$ cat config.mk
export PLATFORM = sky130hd
export DESIGN_NAME = sps_status_reg
export DESIGN_NICKNAME = d
export VERILOG_FILES = /design/src/sps_pkg.sv /design/src/sps_status_reg.sv
export SDC_FILE = /design/constraint.sdc
export NUM_CORES = 1
export LEC_CHECK = 0
export BUFFER_PORTS_ARGS = -buffer_cell sky130_fd_sc_hd__buf_4
export CAP_MARGIN = 20
export CELL_PAD_IN_SITES_DETAIL_PLACEMENT = 1
export CELL_PAD_IN_SITES_GLOBAL_PLACEMENT = 2
export CORE_ASPECT_RATIO = 0.6
export CORE_UTILIZATION = 30
export CTS_BUF_LIST = sky130_fd_sc_hd__clkbuf_2
export CTS_CLUSTER_DIAMETER = 200
export DETAILED_ROUTE_END_ITERATION = 7
export MAX_ROUTING_LAYER = met4
export PLACE_DENSITY = 0.75
export SETUP_SLACK_MARGIN = 0.05
export SLEW_MARGIN = 30
export SYNTH_ARGS = -nofsm -noshare
export SYNTH_HDL_FRONTEND = slang
export SYNTH_SLANG_ARGS = --single-unit
$ cat constraint.sdc
create_clock -name mclk -period 2.8 [get_ports mclk]
set_input_delay 0.84 -clock mclk [delete_from_list [all_inputs] [get_ports mclk]]
set_output_delay 0.84 -clock mclk [all_outputs]
set_load 0.03 [all_outputs]
$ cat src/sps_pkg.sv
// package: register map, field positions and state for the serial port status block
package sps_pkg;
  localparam logic [7:0]  SPS_ADDR_STATUS    = 8'h94;
  localparam logic [7:0]  SPS_ADDR_CTRL      = 8'h98;
  localparam logic [7:0]  SPS_ADDR_OWNADDR   = 8'h9c;
  localparam logic [7:0]  SPS_ADDR_IRQSTAT   = 8'ha0;
  localparam logic [7:0]  SPS_ADDR_IRQMASK   = 8'ha4;
  localparam int          SPS_BIT_SMP        = 7;
  localparam int          SPS_BIT_CKE        = 6;
  localparam int          SPS_BIT_STOP       = 4;
  localparam int          SPS_BIT_START      = 3;
  localparam int          SPS_BIT_RW         = 2;
  localparam int          SPS_BIT_EN         = 0;
  localparam int          SPS_IRQ_START      = 0;
  localparam int          SPS_IRQ_STOP       = 1;
  localparam int          SPS_IRQ_MATCH      = 2;
  localparam int          SPS_IRQ_NACK       = 3;
  localparam logic [7:0]  SPS_STATUS_RST     = 8'h00;
  localparam logic [6:0]  SPS_OWNADDR_RST    = 7'h00;
  localparam logic [3:0]  SPS_BITCNT_LAST    = 4'h8;
  localparam logic [1:0]  SPS_RESP_OKAY      = 2'h0;
  localparam logic [1:0]  SPS_RESP_SLVERR    = 2'h2;

  typedef enum logic [1:0] {ST_IDLE, ST_ADDR, ST_XFER, ST_SKIP} sps_state_t;

  typedef struct packed {
    logic [1:0] sync0;
    logic [1:0] sync1;
    logic [1:0] prev;
  } sps_pins_t;

  typedef struct packed {
    sps_pins_t   pins;
    sps_state_t  st;
    logic [3:0]  bitCnt;
    logic [7:0]  shift;
    logic [7:0]  status;
    logic [1:0]  cfgBits;
    logic        portEn;
    logic [6:0]  ownAddr;
    logic [3:0]  irqStat;
    logic [3:0]  irqMask;
    logic        irq;
    logic        aw;
    logic        w;
    logic [7:0]  awAddr;
    logic [31:0] wData;
    logic        bValid;
    logic [1:0]  bResp;
    logic        arReady;
    logic        rValid;
    logic [31:0] rData;
    logic [1:0]  rResp;
  } sps_reg_t;
endpackage

$ cat src/sps_status_reg.sv
// serial port status register with i2c condition detection and axi4-lite access
`timescale 1ns/1ps
module sps_status_reg
  import sps_pkg::*;
(
  input  wire logic        mclk,
  input  wire logic        rst,
  input  wire logic        sclIn,
  input  wire logic        sdaIn,
  input  wire logic [7:0]  s_axi_awaddr,
  input  wire logic        s_axi_awvalid,
  output logic             s_axi_awready,
  input  wire logic [31:0] s_axi_wdata,
  input  wire logic [3:0]  s_axi_wstrb,
  input  wire logic        s_axi_wvalid,
  output logic             s_axi_wready,
  output logic [1:0]       s_axi_bresp,
  output logic             s_axi_bvalid,
  input  wire logic        s_axi_bready,
  input  wire logic [7:0]  s_axi_araddr,
  input  wire logic        s_axi_arvalid,
  output logic             s_axi_arready,
  output logic [31:0]      s_axi_rdata,
  output logic [1:0]       s_axi_rresp,
  output logic             s_axi_rvalid,
  input  wire logic        s_axi_rready,
  output logic             irqOut
);
  sps_reg_t q;
  sps_reg_t d;
  logic     scl;
  logic     sda;
  logic     sclRise;
  logic     startDet;
  logic     stopDet;
  logic     wrGo;
  logic [3:0] ev;

  assign scl = q.pins.sync1[1];
  assign sda = q.pins.sync1[0];
  assign sclRise = scl && !q.pins.prev[1];
  assign startDet = scl && q.pins.prev[1] && !sda && q.pins.prev[0];
  assign stopDet  = scl && q.pins.prev[1] && sda && !q.pins.prev[0];
  assign wrGo = q.aw && q.w && !q.bValid;

  always_comb begin
    d = q;
    ev = 4'h0;
    d.pins.sync0 = {sclIn, sdaIn};
    d.pins.sync1 = q.pins.sync0;
    d.pins.prev  = q.pins.sync1;
    if (startDet) begin
      d.status[SPS_BIT_START] = 1'b1;
      d.status[SPS_BIT_STOP]  = 1'b0;
      d.st = ST_ADDR;
      d.bitCnt = 4'h0;
      ev[SPS_IRQ_START] = 1'b1;
    end else if (stopDet) begin
      d.status[SPS_BIT_STOP]  = 1'b1;
      d.status[SPS_BIT_START] = 1'b0;
      d.status[SPS_BIT_RW]    = 1'b0;
      d.st = ST_IDLE;
      ev[SPS_IRQ_STOP] = 1'b1;
    end else if (sclRise && q.st != ST_IDLE) begin
      if (q.bitCnt == SPS_BITCNT_LAST) begin
        d.bitCnt = 4'h0;
        case (q.st)
          ST_ADDR: begin
            if (q.shift[7:1] == q.ownAddr) begin
              d.status[SPS_BIT_RW] = q.shift[0];
              d.st = ST_XFER;
              ev[SPS_IRQ_MATCH] = 1'b1;
            end else begin
              d.st = ST_SKIP;
            end
          end
          ST_XFER: begin
            if (q.status[SPS_BIT_RW] && sda) begin
              d.status = SPS_STATUS_RST;
              d.st = ST_IDLE;
              ev[SPS_IRQ_NACK] = 1'b1;
            end
          end
          default: d.st = q.st;
        endcase
      end else begin
        d.shift = {q.shift[6:0], sda};
        d.bitCnt = q.bitCnt + 4'h1;
      end
    end
    if (!q.portEn) begin
      d.status[SPS_BIT_STOP]  = 1'b0;
      d.status[SPS_BIT_START] = 1'b0;
      d.status[SPS_BIT_RW]    = 1'b0;
      d.st = ST_IDLE;
      ev = 4'h0;
    end
    d.status[SPS_BIT_CKE] = q.cfgBits[1];
    d.status[SPS_BIT_SMP] = q.cfgBits[0];
    if (s_axi_awvalid && !q.aw) begin
      d.aw = 1'b1;
      d.awAddr = s_axi_awaddr;
    end
    if (s_axi_wvalid && !q.w) begin
      d.w = 1'b1;
      d.wData = s_axi_wdata & {{8{s_axi_wstrb[3]}}, {8{s_axi_wstrb[2]}},
                               {8{s_axi_wstrb[1]}}, {8{s_axi_wstrb[0]}}};
    end
    if (q.bValid && s_axi_bready) begin
      d.bValid = 1'b0;
    end
    if (wrGo) begin
      d.aw = 1'b0;
      d.w = 1'b0;
      d.bValid = 1'b1;
      d.bResp = SPS_RESP_OKAY;
      case (q.awAddr)
        SPS_ADDR_STATUS: d.cfgBits = {q.wData[SPS_BIT_CKE], q.wData[SPS_BIT_SMP]};
        SPS_ADDR_CTRL:    d.portEn = q.wData[SPS_BIT_EN];
        SPS_ADDR_OWNADDR: d.ownAddr = q.wData[6:0];
        SPS_ADDR_IRQSTAT: d.irqStat = q.irqStat & ~q.wData[3:0];
        SPS_ADDR_IRQMASK: d.irqMask = q.wData[3:0];
        default:          d.bResp = SPS_RESP_SLVERR;
      endcase
    end
    d.irqStat = d.irqStat | ev;
    d.irq = |(d.irqStat & d.irqMask);
    d.arReady = 1'b0;
    if (q.rValid && s_axi_rready) begin
      d.rValid = 1'b0;
    end
    if (s_axi_arvalid && !q.arReady && !q.rValid) begin
      d.arReady = 1'b1;
    end
    // rvalid only after the address handshake has completed
    if (s_axi_arvalid && q.arReady) begin
      d.rValid = 1'b1;
      d.rResp = SPS_RESP_OKAY;
      case (s_axi_araddr)
        SPS_ADDR_STATUS:  d.rData = {24'h000000, q.status};
        SPS_ADDR_CTRL:    d.rData = {31'h00000000, q.portEn};
        SPS_ADDR_OWNADDR: d.rData = {25'h0000000, q.ownAddr};
        SPS_ADDR_IRQSTAT: d.rData = {28'h0000000, q.irqStat};
        SPS_ADDR_IRQMASK: d.rData = {28'h0000000, q.irqMask};
        default: begin
          d.rData = 32'h00000000;
          d.rResp = SPS_RESP_SLVERR;
        end
      endcase
    end
  end

  always_ff @(posedge mclk or posedge rst) begin
    if (rst) begin
      q <= '0;
      q.st <= ST_IDLE;
      q.status <= SPS_STATUS_RST;
      q.ownAddr <= SPS_OWNADDR_RST;
      q.pins.sync0 <= 2'h3;
      q.pins.sync1 <= 2'h3;
      q.pins.prev <= 2'h3;
    end else begin
      q <= d;
    end
  end

  assign s_axi_awready = !q.aw;
  assign s_axi_wready  = !q.w;
  assign s_axi_bvalid  = q.bValid;
  assign s_axi_bresp   = q.bResp;
  assign s_axi_arready = q.arReady;
  assign s_axi_rvalid  = q.rValid;
  assign s_axi_rdata   = q.rData;
  assign s_axi_rresp   = q.rResp;
  assign irqOut        = q.irq;

  a_start_clears_stop: assert property (@(posedge mclk) disable iff (rst)
    startDet && q.portEn |=> !q.status[SPS_BIT_STOP] && q.status[SPS_BIT_START])
    else $error("stop flag not cleared by start");
  a_stop_clears_start: assert property (@(posedge mclk) disable iff (rst)
    stopDet && q.portEn |=> !q.status[SPS_BIT_START] && q.status[SPS_BIT_STOP])
    else $error("start flag not cleared by stop");
  a_disable_clears: assert property (@(posedge mclk) disable iff (rst)
    !q.portEn |=> q.status[SPS_BIT_STOP:SPS_BIT_RW] == 3'h0)
    else $error("flags not cleared while disabled");
  a_rw_idle_zero: assert property (@(posedge mclk) disable iff (rst)
    q.st == ST_IDLE && !startDet |=> !q.status[SPS_BIT_RW])
    else $error("direction flag set outside a transfer");
  a_match_sets_rw: assert property (@(posedge mclk) disable iff (rst)
    q.portEn && !startDet && !stopDet && sclRise && q.st == ST_ADDR
    && q.bitCnt == SPS_BITCNT_LAST && q.shift[7:1] == q.ownAddr
    |=> q.status[SPS_BIT_RW] == $past(q.shift[0]) && q.st == ST_XFER)
    else $error("address match did not load direction");
  a_nack_resets: assert property (@(posedge mclk) disable iff (rst)
    q.portEn && ev[SPS_IRQ_NACK] |=> q.st == ST_IDLE && q.status[5:0] == 6'h00)
    else $error("nack did not reset slave logic");
  a_reset_zero: assert property (@(posedge mclk)
    $fell(rst) |-> q.status == SPS_STATUS_RST)
    else $error("status not zero after reset");
  a_irq_level: assert property (@(posedge mclk) disable iff (rst)
    q.portEn && startDet && q.irqMask[SPS_IRQ_START] |=> irqOut ##1 irqOut)
    else $error("start event did not raise interrupt");
endmodule

* Yosys cells after proc, flatten, opt, wreduce, memory -nomap -nowiden
Cells that the tools add are included.
Storage, ports and cells: register bits after elaboration 101, input port bits 61
Cells by class: add/sub/neg operators 1, equality and inequality tests 27, mux-type cells 47, bitwise logic cells 8, reductions and logical operators 42
Operators with widths (count):
- 8-bit equality test, second input constant | 10
- 8-bit case mux with 5 select lines | 1
- 35-bit 2-to-1 mux | 1
- 8-bit 2-to-1 mux | 4
- 2-bit 2-to-1 mux | 13
- 22-bit 2-to-1 mux | 1
- 4-bit by 1-bit inequality test with 1-bit output, second input constant | 5
- 1-bit logical AND | 17
- 4-bit 2-to-1 mux | 4
- 15-bit 2-to-1 mux | 1
- 3-bit 2-to-1 mux | 5
- 1-bit 2-to-1 mux | 13
- 4-bit AND reduction | 3
- 2-bit nonzero test | 6
- 5-bit OR reduction | 2
- 4-bit bitwise AND | 2
- 8-bit bitwise AND | 1
- 1-bit logical NOT | 8
- 4-bit inequality test, second input constant | 2
- 2-bit AND reduction | 4
- 7-bit equality test | 1
- 6-bit 2-to-1 mux | 1
- 3-bit by 1-bit inequality test with 1-bit output, second input constant | 2
- 6-bit AND reduction | 1
- 14 further kinds | 17

* Longest topological paths before layout
depth in word-level cells 11, depth in mapped cells 8, depth with buffers taken out 7

* Worst setup path before layout
No wires, ideal clock.
path kind input -> register, start input port s_axi_araddr[5], end register q, in the netlist s_axi_rdata[3], library setup time 0.083 ns, arrival 2.040 ns, data required time 2.717 ns, setup slack 0.678 ns, stages 5, path buffers 0, cell sequence or4bb_1 > nor3_2 > a22o_1 > a221oi_1 > o21ai_0
On the way: longest elaborated chain between the ends 2, elaborated cells between the ends (all ways) 6, those cells by class 5 x eq/ne; 1 x mux
RTL lines:
- from (decl) | line sps_status_reg.sv:20 | input wire logic [7:0] s_axi_araddr,
- 8-bit equality test | line sps_status_reg.sv:139 | case (s_axi_araddr)
- 8-bit case mux with 5 select lines * | line sps_status_reg.sv:139
- to (decl) | line sps_status_reg.sv:29 | sps_reg_t q;
Every way passes the cells marked *; elsewhere a longest branch is shown, timed or not. A chain may end at the register's enable or synchronous reset.

* Final worst setup path
start register q[117] (netlist bit), end register q[103] (netlist bit)
On the way: longest elaborated chain between the ends 3
RTL lines:
- 4-bit equality test | line sps_status_reg.sv:65 | if (q.bitCnt == SPS_BITCNT_LAST) begin
- 4-bit by 1-bit inequality test with 1-bit output (no source line)
- 4-bit AND reduction (no source line)
Every way passes these cells.

==> run summary <==
status: completed
multiplexer share of the synthesized area: 0.0981
hold buffer count at cts: 0
WP data arrival: 2.77 ns
Synth Instances: 331
Worst path slowest cell: nor4b_1
Hold Crit Class: in2async
WL final: 8290 um
CP cell instances: inv_1 > ha_1 > nand3b_1 > nor4b_1 > a21oi_1 > nand2b_1 > a21o_1
largest family of logic cells by synthesized area: simple AND/OR/NAND/NOR gates
Hold Vio Cnt, Final: 0
Max-slew headroom: 0.485
IR drop worst, VDD: 0.313 mV
CP max FO: 5
largest area contributor in the netlist: dfrtp_1
I/O pin count: 103
largest net degree at the start of global routing: 54
Worst path max stage delay: 0.68 ns
number of global-route vias before repair: 2442
area grow syn2layout: 14.4%
clk root buf: clkbuf_2
RSZ-0062 raised after global routing: false
Final ANT Viol Nets: 0
die height: 87.4 um
sequential cell area fraction in the yosys report: 0.517
die footprint: 12600 um2
htree depth: 3
initial antenna violation count: 0
most common cell after layout, fill and taps aside: dfrtp_1
per-cell routed wire length: 15.3 um
PwrDens: 660 nW/um2
Least-Margin Pin Slew: 0.762 ns
top-area cell type share of the netlist area: 0.473
latest clock arrival within the worst-skew pair: 0.55 ns
Mean Syn Cell Area: 11.0 um2
Synth Area in Adders: 0.0172
Seq cells post-synth: 75
Max Clk Rate: 0.432 GHz
EDFF count, synth: 0
GRT met3 Usage: 0.0385
Simple-Gate Fraction of Synth Area: 0.143
DRC: 0
Reg clk slew, reported paths: 0.22 ns
Compound-Gate Fraction of Synth Area: 0.106
CTS Buf Count: 9
Tmin final: 2.32 ns
final period utilization: 0.828
layout cells sized above 1: 0.302
first-pass GRT wire length: 13300 um
initial DRC count: 148
top post-synthesis cells by area: dfrtp_1 47%, mux2_2 9.3%, buf_4 7.6%
CP Data Required Time: 3.26 ns
I/O Buffers: 49
startpoint types: register
WS Path Type: reg2reg
setup violators final: 0
nets@finish: 442
Yosys cell types: 51
drt pass-1 iters: 4
final antenna diode count: 0
vias: 2507
setup tns final: 0 ns
Final Wtd Congestion: 0.759
Finished Layout Cells: 541
P_leak: 1.96 nW
Core ar.: 11600 um2
Synth async-reset ratio: 1.00
gr ovfl total: 0
ys flop type: dfrtp_1
CTS tree: built
max cap viols: 0
met2 Use GR: 0.182
vias per inst: 4.63
DP Wirelength: 6250 um
Synth Warn #: 0
CTS sink count: 75
Critical Path End Type: register
Setup Buffers After CTS: 0
Clock Skews: 0.0214 ns
Core Rows: 30
placed cells: 525
commonest non-fill, non-tap cells in the layout: 69 x dfrtp_1, 51 x buf_4, 44 x nand2_1
XOR/XNOR Fraction of Synth Area: 0.0192
post-CTS sizing: 0
CTS Buffer Depth: 2
die width: 144 um
Cell Area, Synth: 3650 um2
GRT Max-Usage Layer: met1
Slew Limit Fails: 0
met1 usage: 0.224
all-layer global routing usage: 0.148
Tot Pwr: 2.75 mW
starting density of the core: 0.315
==> area by class of cell <==
class                      count  area (um2)
fill                        1333        7390
sequential                    75        1880
tap                          160         200
clock buffer                   9        45.0
inverter                      14        52.6
clock inverter                 7        91.3
timing repair buffer          52         403
multi-input combinational    224        1500
==> routing by layer <==
metal  part of all wire  vias up  routed length, um
met4             0.0086        0                 71
li1                   -     1192                  -
met5                  0        -                  0
met1               0.56     1236               4650
met3              0.053        8                437
met2               0.38       71               3140
==> synthesized netlist by cell type (all sizes together), types with 4 or more instances <==
library cell,instances
a21o,4
buf,39
clkbuf,4
dfrtp,69
dfstp,6
ha,5
inv,14
mux2,30
nand2,44
nand3,6
nand4,4
nor2,11
nor3b,4
nor4,4
nor4b,5
o21ai,33
xnor2,6
==> through the flow <==
| stage | setup slack (ns) | hold WS (ns) | utilization | instance area [um2] |
|---|---|---|---|---|
| 3_5_place_dp | 0.348 | 0.347 | 0.349 | 4040 |
| 3_3_place_gp | 0.389 | 0.346 | 0.349 | 4040 |
| 2_1_floorplan | 0.0600 | 0.345 | - | 3740 |
| 4_1_cts | 0.575 | 0.172 | 0.361 | 4170 |
| 5_1_grt | 0.399 | 0.185 | 0.361 | 4170 |
| 6_report | 0.483 | 0.226 | 0.361 | 4170 |
==> worst max-delay path, delay by kind of cell, from the launching register on <==
family	cells	cell delay (ns)
AO/OA/AOI/OAI	2	0.47
buffers and inverters	1	0.08
adder cells (fa/ha/maj)	1	0.14
flip-flops	1	0.48
AND/OR/NAND/NOR	3	1.07
==> sequential cells by signal, indices dropped and copies added, names as in the netlist <==
signal         count
s_axi_bvalid       1
s_axi_arready      1
s_axi_bresp        1
s_axi_rvalid       1
s_axi_rresp        1
irqOut             1
d                  6
q                 55
s_axi_rdata        8
==> kinds of logic (layout without fill, tap and decap cells) <==
family	after synthesis	count (layout)
muxes	32	32
adders and majority gates	5	5
other	1	26
and+or+nand+nor	95	95
DFF	75	75
xor gates and xnor gates	8	8
buffers and inverters	57	82
AOI/OAI and AO/OA	58	58
==> where the power goes <==
part / internal [mW] / total (mW) / switching, mW
combinational: 0.245 / 0.585 / 0.340
sequential: 1.26 / 1.48 / 0.216
clock: 0.294 / 0.690 / 0.397
total: 1.80 / 2.75 / 0.953
==> final timing paths <==
kind	depth (start not counted)	slack, ns	end	from
min	2	0.23	q[107]	rst
min reg2reg	0	0.37	d[122]	d[124]
max	7	0.48	q[103]	q[117]
max reg2reg	7	0.48	q[103]	q[117]
max in group asynchronous	3	1.92	d[124]	rst
min in group mclk	0	0.37	d[122]	d[124]
No activity file was read; power rests on OpenSTA's default activity.
